===== config.mk =====
export PLATFORM = sky130hd
export DESIGN_NAME = cpmc_ctrl
export DESIGN_NICKNAME = d
export VERILOG_FILES = /design/src/cpmc_pkg.sv /design/src/cpmc_ctrl.sv
export VERILOG_INCLUDE_DIRS = /design/src /design/src/src
export SDC_FILE = /design/constraint.sdc
export NUM_CORES = 1
export LEC_CHECK = 0
export ABC_AREA = 1
export BUFFER_PORTS_ARGS = -buffer_cell sky130_fd_sc_hd__buf_2
export CORE_ASPECT_RATIO = 1.2
export CORE_UTILIZATION = 56
export CTS_BUF_LIST = sky130_fd_sc_hd__clkbuf_2 sky130_fd_sc_hd__clkbuf_4 sky130_fd_sc_hd__clkbuf_8
export DETAILED_ROUTE_END_ITERATION = 7
export PLACE_DENSITY_LB_ADDON = 0.25
export RECOVER_POWER = 50
export SYNTH_ARGS = -nofsm -noshare
export SYNTH_HDL_FRONTEND = slang
export SYNTH_SLANG_ARGS = --single-unit
export TNS_END_PERCENT = 50

===== constraint.sdc =====
create_clock -name aclk -period 4.7 [get_ports aclk]
set_input_delay 0.94 -clock aclk [delete_from_list [all_inputs] [get_ports aclk]]
set_output_delay 0.94 -clock aclk [all_outputs]
set_load 0.02 [all_outputs]

===== src/cpmc_regs.svh =====
// Register map, field positions, reset values and timing counts of the clock and power-mode controller
`ifndef CPMC_REGS_SVH
`define CPMC_REGS_SVH

// Register indices; the byte address is four times the index
`define CPMC_IDX_WDT_KICK 8'h86
`define CPMC_IDX_POWER_CTRL 8'h87
`define CPMC_IDX_MEM_WAIT 8'h8e
`define CPMC_IDX_P1_WAKE 8'h91
`define CPMC_IDX_CLK_DIV 8'he5
`define CPMC_IDX_CLK_APPLY 8'he6
`define CPMC_IDX_RST_CAUSE 8'he8
`define CPMC_IDX_SOFT_RST 8'he9
`define CPMC_IDX_CLK_STATUS 8'hf8

// Command codes
`define CPMC_KICK_CODE 8'h5a
`define CPMC_APPLY_CODE 8'h69

// Field positions
`define CPMC_RC_LVD_BIT 7
`define CPMC_RC_WDT_BIT 6
`define CPMC_RC_PIN_BIT 5
`define CPMC_RC_MID_BIT 2
`define CPMC_RC_HIGH_BIT 1
`define CPMC_SOFT_RESET_REQUEST_BIT 0
`define CPMC_PC_IDLE_BIT 0
`define CPMC_PC_STOP_BIT 1
`define CPMC_PC_GF0_BIT 2
`define CPMC_PC_P2SEL_BIT 3
`define CPMC_PC_SMOD_BIT 7
`define CPMC_MW_XWR_BIT 3

// Reset values
`define CPMC_RST_DIV 3'h7
`define CPMC_RST_FETCH_WAIT 3'h7
`define CPMC_RST_XRD_WAIT 3'h1
`define CPMC_RST_P2SEL 1'h1

// Warm-up counts in oscillator cycles and slow RC ticks
`define CPMC_WARM_LONG 12'h800
`define CPMC_WARM_SHORT 12'h040
`define CPMC_WARM_SLOW 12'h005

// Bus response codes
`define CPMC_RESP_OKAY 2'h0
`define CPMC_RESP_SLVERR 2'h2

`endif


===== src/cpmc_pkg.sv =====
// Types shared by the clock and power-mode controller
package cpmc_pkg;

  // Oscillator source choice from the configuration option
  typedef enum logic [2:0] {
    CPMC_SRC_RC,
    CPMC_SRC_RC_RTC,
    CPMC_SRC_XTAL_HI,
    CPMC_SRC_XTAL_LO,
    CPMC_SRC_EXT
  } cpmc_src_t;

  // Power-mode sequencer states
  typedef enum logic [2:0] {
    CPMC_CFG,
    CPMC_WARM_OSC,
    CPMC_WARM_SLOW,
    CPMC_NORMAL,
    CPMC_IDLE,
    CPMC_STOP
  } cpmc_mode_t;

  // Oscillator pad configuration
  typedef struct packed {
    logic osc_in_gpio;
    logic osc_out_gpio;
    logic xtal_drive;
    logic rtc_clk_en;
  } cpmc_pad_t;

  // Whole controller state
  typedef struct packed {
    logic aw_have;
    logic [7:0] aw_idx;
    logic aw_ok;
    logic w_have;
    logic [7:0] w_data;
    logic w_lane0;
    logic bvalid;
    logic [1:0] bresp;
    logic rvalid;
    logic [7:0] rdata;
    logic [1:0] rresp;
    cpmc_mode_t mode;
    logic [11:0] warm_cnt;
    cpmc_src_t src;
    logic [2:0] cause;
    logic soft_reset_request_armed;
    logic soft_rst;
    logic wdt_clr;
    logic [2:0] div_pend;
    logic [2:0] div_act;
    logic apply_pend;
    logic [6:0] div_cnt;
    logic cpu_tick;
    logic periph_tick;
    logic [2:0] fetch_wait;
    logic xwr_ext;
    logic [2:0] xrd_wait;
    logic smod;
    logic p2sel;
    logic gf0;
    logic stop;
    logic idle;
    logic [7:0] p1_wake;
    logic [7:0] p0_prev;
    logic [7:0] p1_prev;
    logic mem_busy;
    logic [3:0] mem_cnt;
    logic mem_ready;
  } cpmc_state_t;

endpackage


===== src/cpmc_ctrl.sv =====
// Clock, power-mode and reset-status controller with its AXI4-Lite register slave
// Operation
// - Reset cause flags set by hardware, read-only
// - Live low-supply flags for 2.4 and 3.3 V
// - Two consecutive writes of one trigger reset
// - Writing 0x5A restarts the watchdog count
// - Oscillator source loaded during power-on sequence
// - Three-bit code divides oscillator 128 down to 1
// - Divider takes effect only on apply code
// - Program fetch stretched by fetch wait cycles
// - RC option frees both oscillator pins, external option only the output pin
// - RC with RTC drives 32.768 kHz crystal
// - Power control bit 0 idle, bit 1 stop
// - Idle gates only the CPU clock
// - Idle wakes on port change or interrupt
// - Stop halts CPU, peripherals and oscillator
// - Stop wakes only on port change
// - Reset warm-up 2048 fast plus 5 slow
// - Stop wake warm-up 2048 or 64 plus 5
// - After warm-up enter normal mode and run
// - Port 1 pin wakes only when enabled
// - External RAM reads stretched by read wait
// - External RAM writes extended when flag set
`timescale 1ns/10ps
`include "cpmc_regs.svh"

module cpmc_ctrl #(
  parameter int ADDR_W = 12,
  parameter int PORT_W = 8
) (
  // Clock and reset; aclk is the selected oscillator clock
  input wire logic aclk,
  input wire logic aresetn,
  // AXI4-Lite write address
  input wire logic [ADDR_W-1:0] s_axi_awaddr,
  input wire logic [2:0] s_axi_awprot,
  input wire logic s_axi_awvalid,
  output logic s_axi_awready,
  // AXI4-Lite write data
  input wire logic [31:0] s_axi_wdata,
  input wire logic [3:0] s_axi_wstrb,
  input wire logic s_axi_wvalid,
  output logic s_axi_wready,
  // AXI4-Lite write response
  output logic [1:0] s_axi_bresp,
  output logic s_axi_bvalid,
  input wire logic s_axi_bready,
  // AXI4-Lite read address
  input wire logic [ADDR_W-1:0] s_axi_araddr,
  input wire logic [2:0] s_axi_arprot,
  input wire logic s_axi_arvalid,
  output logic s_axi_arready,
  // AXI4-Lite read data
  output logic [31:0] s_axi_rdata,
  output logic [1:0] s_axi_rresp,
  output logic s_axi_rvalid,
  input wire logic s_axi_rready,
  // Configuration option and supply monitors
  input wire logic [2:0] clk_src_option,
  input wire logic vdd_below_mid_flag,
  input wire logic vdd_below_high_flag,
  // Reset-source events, one-cycle pulses
  input wire logic lvd_reset_event,
  input wire logic wdt_reset_event,
  input wire logic pin_reset_event,
  // Slow RC tick and wake sources
  input wire logic slow_rc_tick,
  input wire logic [PORT_W-1:0] port0_in,
  input wire logic [PORT_W-1:0] port1_in,
  input wire logic irq_event,
  // Memory access requests from the CPU
  input wire logic fetch_req,
  input wire logic external_data_ram_rd_req,
  input wire logic external_data_ram_wr_req,
  output logic mem_ready,
  // Clock enables and power outputs
  output logic cpu_clk_en,
  output logic periph_clk_en,
  output logic osc_run,
  output logic cpu_hold,
  // Reset and watchdog requests
  output logic soft_reset_pulse,
  output logic watchdog_clear_pulse,
  // Oscillator pad configuration
  output cpmc_pkg::cpmc_pad_t osc_pad
);

  cpmc_pkg::cpmc_state_t q;  // Registered state
  cpmc_pkg::cpmc_state_t d;  // Next state

  logic do_write;          // Write address and data both held
  logic [7:0] wbyte;       // Byte written, zero when lane 0 disabled
  logic [7:0] ar_idx;      // Read index
  logic ar_ok;             // Read address in range
  logic [7:0] rd_val;      // Read mux output
  logic rd_hit;            // Read index mapped
  logic div_wrap;          // Divider reaches its cycle boundary
  logic [6:0] div_last;    // Terminal count of the active divisor
  logic p0_change;         // Any port 0 pin moved
  logic p1_change;         // Any enabled port 1 pin moved
  logic [PORT_W-1:0] p1_moved;  // Per-pin port 1 change
  logic is_rc_src;         // Internal RC high-speed source

  // Port 1 wake gating per pin
  genvar gi;
  generate
    for (gi = 0; gi < PORT_W; gi++) begin : g_p1w
      assign p1_moved[gi] = (port1_in[gi] != q.p1_prev[gi]) & q.p1_wake[gi];
    end
  endgenerate

  // Only the low eight pins are stored for change detection
  assign p0_change = (port0_in[7:0] != q.p0_prev);
  assign p1_change = |p1_moved;
  assign is_rc_src = (q.src == cpmc_pkg::CPMC_SRC_RC) || (q.src == cpmc_pkg::CPMC_SRC_RC_RTC);

  // Divider terminal count: 127 for code 0 down to 0 for code 7
  assign div_last = 7'h7f >> q.div_act;
  assign div_wrap = (q.div_cnt >= div_last);

  // Bus decode
  assign do_write = q.aw_have && q.w_have && !q.bvalid;
  assign wbyte = q.w_lane0 ? q.w_data : 8'h00;
  assign ar_idx = s_axi_araddr[9:2];
  assign ar_ok = (s_axi_araddr[ADDR_W-1:10] == '0) && (s_axi_araddr[1:0] == 2'h0);

  // Read mux; write-only registers read as zero
  always_comb begin
    rd_val = 8'h00;
    rd_hit = 1'b1;
    case (ar_idx)
      `CPMC_IDX_WDT_KICK: rd_val = 8'h00;
      `CPMC_IDX_CLK_APPLY: rd_val = 8'h00;
      `CPMC_IDX_POWER_CTRL: rd_val = {q.smod, 3'h0, q.p2sel, q.gf0, q.stop, q.idle};
      `CPMC_IDX_MEM_WAIT: rd_val = {1'b0, q.fetch_wait, q.xwr_ext, q.xrd_wait};
      `CPMC_IDX_P1_WAKE: rd_val = q.p1_wake;
      `CPMC_IDX_CLK_DIV: rd_val = {5'h00, q.div_pend};
      `CPMC_IDX_RST_CAUSE: begin
        // Flags are hardware owned; supply levels are shown live
        rd_val = {q.cause, 2'h0, vdd_below_mid_flag, vdd_below_high_flag, 1'b0};
      end
      `CPMC_IDX_SOFT_RST: rd_val = {7'h00, q.soft_reset_request_armed};
      `CPMC_IDX_CLK_STATUS: rd_val = {q.apply_pend, q.src, q.mode == cpmc_pkg::CPMC_IDLE, q.div_act};
      default: begin
        rd_hit = 1'b0;
      end
    endcase
  end

  // Next-state logic for the whole controller
  always_comb begin
    d = q;
    // Single-cycle strobes fall back each cycle
    d.soft_rst = 1'b0;
    d.wdt_clr = 1'b0;
    d.cpu_tick = 1'b0;
    d.periph_tick = 1'b0;
    d.mem_ready = 1'b0;

    // Write address channel: hold until the data joins it
    if (s_axi_awvalid && !q.aw_have) begin
      d.aw_have = 1'b1;
      d.aw_idx = s_axi_awaddr[9:2];
      d.aw_ok = (s_axi_awaddr[ADDR_W-1:10] == '0) && (s_axi_awaddr[1:0] == 2'h0);
    end
    // Write data channel, either order
    if (s_axi_wvalid && !q.w_have) begin
      d.w_have = 1'b1;
      d.w_data = s_axi_wdata[7:0];
      d.w_lane0 = s_axi_wstrb[0];
    end
    // Write response retires
    if (q.bvalid && s_axi_bready) begin
      d.bvalid = 1'b0;
    end
    // Read channel: one outstanding read, answered one cycle after the address
    if (q.rvalid && s_axi_rready) begin
      d.rvalid = 1'b0;
    end
    if (s_axi_arvalid && !q.rvalid) begin
      d.rvalid = 1'b1;
      d.rdata = (ar_ok && rd_hit) ? rd_val : 8'h00;
      d.rresp = (ar_ok && rd_hit) ? `CPMC_RESP_OKAY : `CPMC_RESP_SLVERR;
    end

    // Port history always tracks so a change is seen exactly once
    d.p0_prev = port0_in[7:0];
    d.p1_prev = port1_in[7:0];

    // Clock divider runs unless the oscillator is stopped
    if (q.mode != cpmc_pkg::CPMC_STOP) begin
      if (div_wrap) begin
        d.div_cnt = 7'h00;
        d.periph_tick = 1'b1;
        d.cpu_tick = (q.mode == cpmc_pkg::CPMC_NORMAL);
        // A new divisor starts only after a whole old period, so no short pulse
        if (q.apply_pend) begin
          d.div_act = q.div_pend;
          d.apply_pend = 1'b0;
          d.div_cnt = 7'h00;
        end
      end else begin
        d.div_cnt = q.div_cnt + 7'h01;
      end
    end

    // Memory wait counter counts CPU clock periods
    if (q.mem_busy) begin
      if (d.cpu_tick) begin
        if (q.mem_cnt == 4'h0) begin
          d.mem_busy = 1'b0;
          d.mem_ready = 1'b1;
        end else begin
          d.mem_cnt = q.mem_cnt - 4'h1;
        end
      end
    end else if (q.mode == cpmc_pkg::CPMC_NORMAL && !q.mem_ready) begin
      // The request level still stands at the edge that shows ready, so that edge takes nothing new
      // Fetch has priority, then external reads, then writes
      if (fetch_req) begin
        d.mem_busy = 1'b1;
        d.mem_cnt = {1'b0, q.fetch_wait};
      end else if (external_data_ram_rd_req) begin
        d.mem_busy = 1'b1;
        d.mem_cnt = {1'b0, q.xrd_wait};
      end else if (external_data_ram_wr_req) begin
        d.mem_busy = 1'b1;
        d.mem_cnt = {3'h0, q.xwr_ext};
      end
    end

    // Register writes
    if (do_write) begin
      d.aw_have = 1'b0;
      d.w_have = 1'b0;
      d.bvalid = 1'b1;
      d.bresp = `CPMC_RESP_OKAY;
      // Any write but a one to the soft reset bit breaks the pair
      d.soft_reset_request_armed = 1'b0;
      if (!q.aw_ok) begin
        d.bresp = `CPMC_RESP_SLVERR;
      end else begin
        case (q.aw_idx)
          `CPMC_IDX_WDT_KICK: begin
            d.wdt_clr = (wbyte == `CPMC_KICK_CODE);
          end
          `CPMC_IDX_POWER_CTRL: begin
            d.smod = wbyte[`CPMC_PC_SMOD_BIT];
            d.p2sel = wbyte[`CPMC_PC_P2SEL_BIT];
            d.gf0 = wbyte[`CPMC_PC_GF0_BIT];
            d.stop = wbyte[`CPMC_PC_STOP_BIT];
            d.idle = wbyte[`CPMC_PC_IDLE_BIT];
          end
          `CPMC_IDX_MEM_WAIT: begin
            d.fetch_wait = wbyte[6:4];
            d.xwr_ext = wbyte[`CPMC_MW_XWR_BIT];
            d.xrd_wait = wbyte[2:0];
          end
          `CPMC_IDX_P1_WAKE: d.p1_wake = wbyte;
          `CPMC_IDX_CLK_DIV: d.div_pend = wbyte[2:0];
          `CPMC_IDX_CLK_APPLY: begin
            // Other values are dropped without touching the divider
            if (wbyte == `CPMC_APPLY_CODE) begin
              d.apply_pend = 1'b1;
            end
          end
          `CPMC_IDX_SOFT_RST: begin
            if (wbyte[`CPMC_SOFT_RESET_REQUEST_BIT]) begin
              if (q.soft_reset_request_armed) begin
                d.soft_rst = 1'b1;
              end else begin
                d.soft_reset_request_armed = 1'b1;
              end
            end
          end
          default: d.bresp = `CPMC_RESP_SLVERR;
        endcase
      end
    end

    // Power-mode sequencer
    case (q.mode)
      cpmc_pkg::CPMC_CFG: begin
        // Oscillator choice is caught once, then held for good
        d.src = cpmc_pkg::cpmc_src_t'(clk_src_option);
        d.warm_cnt = `CPMC_WARM_LONG;
        d.mode = cpmc_pkg::CPMC_WARM_OSC;
      end
      cpmc_pkg::CPMC_WARM_OSC: begin
        if (q.warm_cnt <= 12'h001) begin
          d.warm_cnt = `CPMC_WARM_SLOW;
          d.mode = cpmc_pkg::CPMC_WARM_SLOW;
        end else begin
          d.warm_cnt = q.warm_cnt - 12'h001;
        end
      end
      cpmc_pkg::CPMC_WARM_SLOW: begin
        if (slow_rc_tick) begin
          if (q.warm_cnt <= 12'h001) begin
            d.mode = cpmc_pkg::CPMC_NORMAL;
            d.stop = 1'b0;
          end else begin
            d.warm_cnt = q.warm_cnt - 12'h001;
          end
        end
      end
      cpmc_pkg::CPMC_NORMAL: begin
        // A write takes effect the cycle after it lands; stop outranks idle
        if (q.stop) begin
          d.mode = cpmc_pkg::CPMC_STOP;
        end else if (q.idle) begin
          d.mode = cpmc_pkg::CPMC_IDLE;
        end
      end
      cpmc_pkg::CPMC_IDLE: begin
        if (p0_change || p1_change || irq_event) begin
          d.mode = cpmc_pkg::CPMC_NORMAL;
          d.idle = 1'b0;
        end
      end
      cpmc_pkg::CPMC_STOP: begin
        // Interrupts are ignored here; registers keep their contents
        if (p0_change || p1_change) begin
          d.warm_cnt = is_rc_src ? `CPMC_WARM_SHORT : `CPMC_WARM_LONG;
          d.mode = cpmc_pkg::CPMC_WARM_OSC;
        end
      end
      default: d.mode = cpmc_pkg::CPMC_CFG;
    endcase

    // A reset-source event restarts the full warm-up and records its cause
    if (lvd_reset_event || wdt_reset_event || pin_reset_event) begin
      d.cause = {lvd_reset_event, wdt_reset_event, pin_reset_event};
      d.mode = cpmc_pkg::CPMC_WARM_OSC;
      d.warm_cnt = `CPMC_WARM_LONG;
      d.stop = 1'b0;
      d.idle = 1'b0;
      d.mem_busy = 1'b0;
    end

    // Synchronous reset gives every field its defined value
    if (!aresetn) begin
      d = '0;
      d.mode = cpmc_pkg::CPMC_CFG;
      d.src = cpmc_pkg::CPMC_SRC_RC;
      d.div_pend = `CPMC_RST_DIV;
      d.div_act = `CPMC_RST_DIV;
      d.fetch_wait = `CPMC_RST_FETCH_WAIT;
      d.xrd_wait = `CPMC_RST_XRD_WAIT;
      d.p2sel = `CPMC_RST_P2SEL;
    end
  end

  // State register
  always_ff @(posedge aclk) begin
    q <= d;
  end

  // Bus handshakes
  assign s_axi_awready = !q.aw_have;
  assign s_axi_wready = !q.w_have;
  assign s_axi_bvalid = q.bvalid;
  assign s_axi_bresp = q.bresp;
  assign s_axi_arready = !q.rvalid;
  assign s_axi_rvalid = q.rvalid;
  assign s_axi_rdata = {24'h000000, q.rdata};
  assign s_axi_rresp = q.rresp;

  // Clock and power outputs
  assign cpu_clk_en = q.cpu_tick;
  assign periph_clk_en = q.periph_tick;
  assign osc_run = (q.mode != cpmc_pkg::CPMC_STOP);
  assign cpu_hold = (q.mode != cpmc_pkg::CPMC_NORMAL);
  assign mem_ready = q.mem_ready;
  assign soft_reset_pulse = q.soft_rst;
  assign watchdog_clear_pulse = q.wdt_clr;

  // Pad roles follow the latched oscillator choice
  assign osc_pad.osc_in_gpio = (q.src == cpmc_pkg::CPMC_SRC_RC);
  assign osc_pad.osc_out_gpio = (q.src == cpmc_pkg::CPMC_SRC_RC) || (q.src == cpmc_pkg::CPMC_SRC_EXT);
  assign osc_pad.xtal_drive = (q.src == cpmc_pkg::CPMC_SRC_RC_RTC) || (q.src == cpmc_pkg::CPMC_SRC_XTAL_HI)
    || (q.src == cpmc_pkg::CPMC_SRC_XTAL_LO);
  assign osc_pad.rtc_clk_en = (q.src == cpmc_pkg::CPMC_SRC_RC_RTC);

endmodule  // cpmc_ctrl


; After elaboration in Yosys (flattened, before gate mapping)
; Index checks and enable logic that the tools add are counted.
[op_classes]
n_shift = 1
n_div = 0
n_reduce_logical = 56
eq_ne = 54
n_bitwise = 9
mux = 57
n_lt_le_gt_ge = 2
mul = 0
add_sub_neg = 3
[ops]
columns = operator, n
row1 = "== test 8 bit, second input constant", 16
row2 = case mux 8 bit (7 select lines), 1
row3 = case mux 12 bit (4 select lines), 1
row4 = 2-to-1 mux 12 bit, 3
row5 = 2-to-1 mux 10 bit, 3
row6 = 2-to-1 mux 15 bit, 2
row7 = 2-to-1 mux 5 bit, 5
row8 = 2-to-1 mux 8 bit, 3
row9 = 2-to-1 mux 3 bit, 7
row10 = "inequality test 3 bit, second input constant", 7
row11 = 2-to-1 mux 1 bit, 18
row12 = case mux 3 bit (6 select lines), 1
row13 = AND reduction 3 bit, 6
row14 = "== test 8 x 7 -> 1 bit, second input constant", 2
row15 = AND reduction 4 bit, 4
row16 = 2-to-1 mux 2 bit, 7
row17 = 2-to-1 mux 13 bit, 1
row18 = "== test 3 x 2 -> 1 bit, second input constant", 4
row19 = "less-or-equal comparator 12 x 1 -> 1 bit, second input constant", 1
row20 = 2-to-1 mux 6 bit, 2
row21 = "inequality test 2 bit, second input constant", 6
row22 = AND reduction 6 bit, 2
row23 = "subtractor 12 x 1 -> 12 bit, second input constant", 1
row24 = logical AND 1 bit, 11
row25 = 31 further kinds, 68
[totals]
romBits = 0
n_memories = 0
output_inout_bits = 52
ram_bits = 0
input_bits = 102
ff_bits = 116
latchBits = 0

; Longest topological paths before layout
; Gate-level depths: netlist of the first run.
[depth]
word_depth = 8
depth_mapped = 15
mapped_depth_nobuf = 15

; Worst setup path after synthesis of the first run
; OpenSTA, ideal clock, no wires.
[synth_path]
kind = input-to-reg
start = in port0_in[0]
end = reg q[73] in the netlist's numbering
required_ns = 4.580
cell_stages = 11
arrival_ns = 1.943
path_buffers = 1
slack_ns = 2.637
path_cell_list = xnor2_1 > nand2_1 > nor2_1 > nand2_1 > nor2_1 > nand2_2 > nand2_4 > inv_2 > buf_6 > o21ai_0 > a21oi_1
[synth_between]
elab_chain_cells = 4
[synth_rtl]
columns = item, line_no
row1 = "start, declared", cpmc_ctrl.sv:68  ; input wire logic [PORT_W-1:0] port0_in,
row2 = inequality test 8 bit, cpmc_ctrl.sv:113  ; assign p0_change = (port0_in[7:0] != q.p0_prev);
row3 = logical OR 1 bit, cpmc_ctrl.sv:323  ; if (p0_change || p1_change) begin
row4 = inequality test 2 bit (no line), --
row5 = AND reduction 4 bit (no line), --
row6 = "end signal, assigned", cpmc_ctrl.sv:356  ; q <= d;
row7 = "end, declared", cpmc_ctrl.sv:88  ; cpmc_pkg::cpmc_state_t q;
; Every way passes these cells.
; A chain may end at the register's enable or synchronous reset.

==> summary.md, run 1 <==
| Metric | Value |
|---|---|
| Combinational family with the most area after synthesis | `simple AND/OR/NAND/NOR gates` |
| CTS tree | `done` |
| Commonest cells post-synth | `nand2_1 (189), inv_1 (137), dfxtp_1 (114)` |
| DIE AREA | `11,340 sq um` |
| Compound-Gate Fraction of Synth Area | `14.82%` |
| Worst Setup End Kind | `register` |
| Crit path launch type | `input port` |
| Fin crit period | `2.708 ns` |
| Core area | `10,570 sq um` |
| First-pass iteration count of the detailed router | `6` |
| Wire per inst | `12.42 um` |
| Num rows | `41` |
| Pwr Total | `2.310 mW` |
| XOR/XNOR share of the synthesized area | `1.433%` |
| Synth-to-Final Area Change | `13.18%` |
| Yosys cell types | `46` |
| Post-Synth Simple-Gate Area | `28.86%` |
| Post-DRT Antenna Nets | `0` |
| Post-synthesis mux area share | `0.1638%` |
| Clock Pin Slew Worst Setup and Hold Paths | `0.07 ns` |
| Vias per cell | `5.105` |
| # resized after CTS | `0` |
| Total grt overflow | `0` |
| RSZ-0062 raised after global routing | `false` |
| Max Buffers Root-to-Sink | `2` |
| Fmax | `369.3 MHz` |
| Vias in the first global route | `5,202` |
| Fin util | `65.46%` |
| Rel. slew slack | `18.51%` |
| Post-CTS setup buffer count | `0` |
| Routed wire length | `13,900 um` |
| Total track usage | `26.00%` |
| Initial antenna violation count | `0` |
| Slew of the pin with the lowest slew margin | `1.222 ns` |
| Setup TNS | `0 ns` |
| Synth async-reset ratio | `0%` |
| Synth Instances | `890` |
| Worst min-delay path class | `reg -> reg` |
| YS warnings | `0` |
| Hold Buf Count CTS | `0` |
| Register area share after synthesis | `37.34%` |
| EDFF count, synth | `0` |
| Placed wire-length estimate | `10,500 um` |
| Max Slew Vio Count | `0` |
| DR iter-0 viols | `275` |
| Dominant synthesized flop cell | `dfxtp_1` |
| Synth area leader | `dfxtp_1` |
| # port buffers | `94` |
| P per Cell Area | `333.9 nW/um^2` |
| Hold Path Stages | `2` |
| Cell Area, Synth | `6112 sq um` |
| Post-Synth Adder-Cell Area | `2.456%` |
| Cell count of the worst reg-to-reg path | `6` |
| Leak | `3.456 nW` |
| Io pins | `154` |
| Clk_lat worst skew | `0.44 ns` |
| Top-area cell type share of the netlist area | `37.34%` |
| Die Ht | `116.4 um` |
| ANT cells | `0` |
| Setup Viol. Count Final | `0` |
| Yosys reg bits | `114` |
| Die W | `97.37 um` |
| CP Class | `in -> reg` |
| Worst-path maximum fanout | `28` |
| CTS Sinks | `114` |
| CP arrival | `3.05 ns` |
| Inserted Clock Buffers | `17` |
| Status | `finished clean` |
| Htree depth | `4` |
| Pin count of the biggest net entering global routing | `35` |
| Worst clock skew | `0.01091 ns` |
| Final critical-path share of the clock period | `57.61%` |
| Starting density of the core | `57.84%` |
| Drt drc | `0` |
| FF-to-FF setup slack | `2.42 ns` |
| Critical Path RT | `5.04 ns` |
| Mean Syn Cell Area | `6.868 sq um` |
| Max-Cap Viols | `0` |
| Max VDD drop | `0.0002045 V` |
| Synth top area cells | `dfxtp_1 (37%), nand2_1 (12%), inv_1 (8.4%)` |
| Nets@finish | `1,092` |
| Root Driver | `clkbuf_8` |
| Gpl congestion | `0.9328` |
| Most common cell in the netlist | `nand2_1` |
| Final Hold Fails | `0` |
| Proportion of layout cells with a drive suffix above 1 | `15.45%` |
| First-pass GRT wire length | `23,600 um` |
| Total number of vias | `5,713` |
[critical path, stage by stage]
cell,delay (ns)
clkbuf_1,0.49
clkbuf_1,0.93
nand2_1,0.40
a211oi_1,0.27
[per-stage QoR]
stage	std cells	cell area (sq um)	setup slack, ns	hold slack, ns
after floorplan	915	6206	2.637	0.4195
after global placement	1088	6504	2.167	0.4417
after detailed placement	1088	6504	2.147	0.4458
after CTS	1119	6952	2.142	0.4632
after global routing	1119	6918	1.778	0.4796
final	1119	6918	1.992	0.4637
[layer usage]
layer	global-route usage [%]	vias to the layer above	part of all wire, %
li1	-	2984	-
met1	31.26	2544	45
met2	44.71	164	48
met3	6.344	21	5.0
met4	11.08	0	1.9
met5	0	-	0
[registers in the layout, indices dropped and copies added (netlist names)]
register              cells
periph_clk_en             1
s_axi_rvalid              1
s_axi_rresp               1
q                        97
watchdog_clear_pulse      1
s_axi_bresp               1
s_axi_rdata               8
s_axi_bvalid              1
mem_ready                 1
soft_reset_pulse          1
cpu_clk_en                1
[cells by family (layout without fill, tap and decap cells)]
logic type                 after synthesis  count (layout)
xor gates and xnor gates                10              10
AOI/OAI and AO/OA                      157             157
adders and majority gates               12              12
buffers and inverters                  201             276
other                                    1              26
muxes                                    1               1
DFF                                    114             114
and+or+nand+nor                        394             394
[where the power goes]
| group | switching, mW | total (mW) | internal, mW | leakage, nW |
|---|---|---|---|---|
| Sequential | 0.0209 | 1.02 | 0.997 | 0.932 |
| Combinational | 0.166 | 0.248 | 0.0816 | 2.30 |
| Clock | 0.394 | 1.04 | 0.650 | 0.224 |
[placed cells by master (no fill, tap or decap), drive strengths merged]
cell type / Yosys / routed
bufinv: 0 / 5
xor2: 4 / 4
clkinvlp: 0 / 2
a21oi: 60 / 60
nand2: 194 / 194
inv: 148 / 148
o2bb2ai: 1 / 1
nor3: 26 / 26
o21ai: 60 / 60
nor3b: 3 / 3
clkinv: 1 / 4
nor4: 2 / 2
a21boi: 1 / 1
xnor2: 6 / 6
a221oi: 2 / 2
o2111ai: 3 / 3
and3: 1 / 1
a22oi: 2 / 2
ha: 12 / 12
clkbuf: 12 / 35
a211oi: 3 / 3
buf: 40 / 82
o21a: 1 / 1
nor2: 100 / 100
dfxtp: 114 / 114
o221ai: 1 / 1
o31ai: 1 / 1
o22ai: 5 / 5
o41ai: 1 / 1
mux2i: 1 / 1
or2: 2 / 2
o211ai: 16 / 16
nand3: 49 / 49
conb: 1 / 26
nand4: 17 / 17
[area by class of cell]
type	instances	area, sq um
multi-input combinational	600	3004
timing repair buffer	96	462.9
clock buffer	21	264.0
clock inverter	10	183.9
inverter	149	559.3
fill	988	3650
sequential	114	2282
tap	129	161.4
[final timing paths]
| kind | from | end |
|---|---|---|
| max | aresetn | q[49] |
| min | s_axi_rdata[1] | s_axi_rdata[1] |
| max reg2reg | q[105] | q[30] |
| min reg2reg | s_axi_rdata[1] | s_axi_rdata[1] |
No activity file was read; power rests on OpenSTA's default activity.
==> run 2: changes to the inputs <==
- CORE_UTILIZATION: 56 -> 55
- clock period: 4.7 -> 2.7 ns (I/O delays scaled with it)
==> run 2 against run 1 <==
Net effect: worst hold slack worse by 0.15 ns; critical path depth up 1; the run now ends with DRC left; non-clock buffer count up 3; global-route usage down 0.87 points; first-iteration DRC count up 11%; final cell count up 0.27%; clock power up 51%; register-to-register slack worse by 1.8 ns; critical path type is now reg -> out; design area down 0.54%; largest cell class unchanged; highest routed layer unchanged.
==> summary.md, run 2 (synthesis gave the netlist of run 1 again) <==
| Metric | Value |
|---|---|
| Nets@finish | `1,095 (+0.27%)` |
| Vias per cell | `5.049 (-1.1%)` |
| Vias in the first global route | `5,090 (-2.2%)` |
| CP max-delay cell | `dfxtp_1` |
| Drt drc | `9 (+9)` |
| Worst-path maximum fanout | `7 (-75%)` |
| Gpl congestion | `0.9261 (-0.72%)` |
| Die W | `98.23 um (+0.88%)` |
| Pin count of the biggest net entering global routing | `28 (-20%)` |
| Final critical-path share of the clock period | `78.84%` |
| Initial antenna violation count | `0 (unchanged)` |
| Core area | `10,670 sq um (+0.97%)` |
| FF-to-FF Start | `q[54]` |
| Max VDD drop | `0.0003007 V (+47%)` |
| Num rows | `41 (unchanged)` |
| Setup Slack @ Placement | `0.6119 ns (-1.535 ns)` |
| RSZ-0062 raised after global routing | `false` |
| Cell count of the worst reg-to-reg path | `10 (+4)` |
| Critical Path RT | `2.16 ns (-2.88 ns)` |
| DR iter-0 viols | `304 (+11%)` |
| Worst min-delay path class | `in -> reg` |
| FF-to-FF setup slack | `0.57 ns (-1.85 ns)` |
| Leak | `3.424 nW (-0.93%)` |
| Post-CTS setup buffer count | `0 (unchanged)` |
| Fin crit period | `2.129 ns` |
| # resized after CTS | `0 (unchanged)` |
| Io pins | `154 (unchanged)` |
| Max Slew Vio Count | `0 (unchanged)` |
| Hold Buf Count CTS | `0 (unchanged)` |
| GRT Max-Usage Layer | `met2` |
| Total track usage | `25.13% (-0.87 points)` |
| Most frequent cells in the layout | `nand2_1 (189), inv_1 (137), dfxtp_1 (114)` |
| CP arrival | `1.59 ns (-1.46 ns)` |
| Failing checks | `DRC` |
| Root Driver | `clkbuf_8` |
| Worst Setup End Kind | `primary output` |
| Clock Pin Slew Worst Setup and Hold Paths | `0.07 ns (about the same)` |
| Setup Viol. Count Final | `0 (unchanged)` |
| WHS | `0.3120 ns (-0.1517 ns)` |
| CTS Sinks | `114 (unchanged)` |
| # port buffers | `94 (unchanged)` |
| Crit path cell chain | `inv_2, nand2_1, nor2_4, inv_1, buf_2` |
| Proportion of layout cells with a drive suffix above 1 | `14.80% (-0.65 points)` |
| Die Ht | `117.5 um (+0.89%)` |
| Inserted Clock Buffers | `17 (unchanged)` |
| Starting density of the core | `57.28% (-0.56 points)` |
| CTS tree | `done` |
| P per Cell Area | `548.7 nW/um^2 (+64%)` |
| Routed wire length | `13,950 um (+0.42%)` |
| Commonest non-fill, non-tap cell in the layout | `nand2_1` |
| First-pass iteration count of the detailed router | `8 (+2)` |
| Synth-to-Final Area Change | `12.57%` |
| Placed wire-length estimate | `10,680 um (+1.7%)` |
| GR Util met1 | `31.28% (about the same)` |
| Final Hold Fails | `0 (unchanged)` |
| Finished Layout Cells | `1,122 (+0.27%)` |
| Slowest stage delay, CP | `0.34 ns (-0.59 ns)` |
| Worst clock skew | `0.01133 ns (+0.0004152 ns)` |
| Post-DRT Antenna Nets | `0 (unchanged)` |
| Total grt overflow | `0 (unchanged)` |
| Wire per inst | `12.44 um (+0.15%)` |
| Setup TNS | `0 ns (unchanged)` |
| M2 GR Usage | `42.78% (-1.9 points)` |
| Reg-to-Reg End | `q[49]` |
| Global Route met3 Usage | `4.216% (-2.1 points)` |
| Htree depth | `4 (unchanged)` |
| Max-Cap Viols | `0 (unchanged)` |
| ANT cells | `0 (unchanged)` |
| Fmax | `469.8 MHz` |
| Max Buffers Root-to-Sink | `2 (unchanged)` |
| Hold Path Origin | `port0_in[6]` |
| Total number of vias | `5,665 (-0.84%)` |
| Final WS setup | `0.5713 ns (-1.421 ns)` |
| Status | `finished with violations` |
| Most flop-heavy register | `q` |
| First-pass GRT wire length | `23,230 um (-1.6%)` |
| Endpoint with the worst hold slack | `q[20]` |
| Placed cells | `1,091 (+0.28%)` |
| CP Class | `reg -> out` |
| Crit path launch type | `register` |
| Hold Path Stages | `3 (+1)` |
| Slew of the pin with the lowest slew margin | `0.9016 ns (-0.3208 ns)` |
| DIE AREA | `11,540 sq um (+1.8%)` |
| Clk_lat worst skew | `0.43 ns (about the same)` |
| Max reg flops | `97 (unchanged)` |
| Rel. slew slack | `39.89% (+21 points)` |
==> run 2: how the worst max path moves through the flow <==
stage / to / startpoint / slack [ns]
6_report: osc_run / q[80] / 0.57
5_1_grt: q[52] / q[52] / 0.38
4_1_cts: osc_run / q[80] / 0.55
3_5_place_dp: q[75] / port0_in[5] / 0.61
3_3_place_gp: q[49] / q[52] / 0.62
2_1_floorplan: q[2] / q[52] / 1.02
==> run 2: final cells by class <==
cell class	count	area, sq um
clock buffer	21	282.8
clock inverter	10	108.9
fill	1051	3790
inverter	149	559.3
multi-input combinational	600	3015
sequential	114	2282
tap	129	161.4
timing repair buffer	99	470.5
==> run 2: worst max-delay path: cells and delay by family (launching register included) <==
family / cells / cell delay, ns
flops: 1 / 0.34
simple gates: 2 / 0.37
buf+inv: 3 / 0.46
==> run 2: where the power goes <==
group | total (mW) | leakage, nW | switching [mW] | internal [mW]
clock | 1.57 | 0.201 | 0.677 | 0.891
sequential | 1.77 | 0.932 | 0.0384 | 1.74
combinational | 0.433 | 2.29 | 0.290 | 0.143
total | 3.78 | 3.42 | 1.01 | 2.77
==> run 2: layer usage <==
| metal | up-vias | share of wire (%) |
|---|---|---|
| li1 | 2985 | - |
| met1 | 2475 | 44 |
| met2 | 180 | 48 |
| met3 | 25 | 5.8 |
| met4 | 0 | 2.2 |
| met5 | - | 0 |
==> run 2: metrics by stage <==
step	util, %	cell area, sq um	power [mW]
final	64.48	6880	3.775
after global placement	61.16	6526	2.237
after CTS	64.83	6918	3.810
after floorplan	-	6206	2.144
after detailed placement	61.16	6526	2.245
after global routing	64.48	6880	3.938
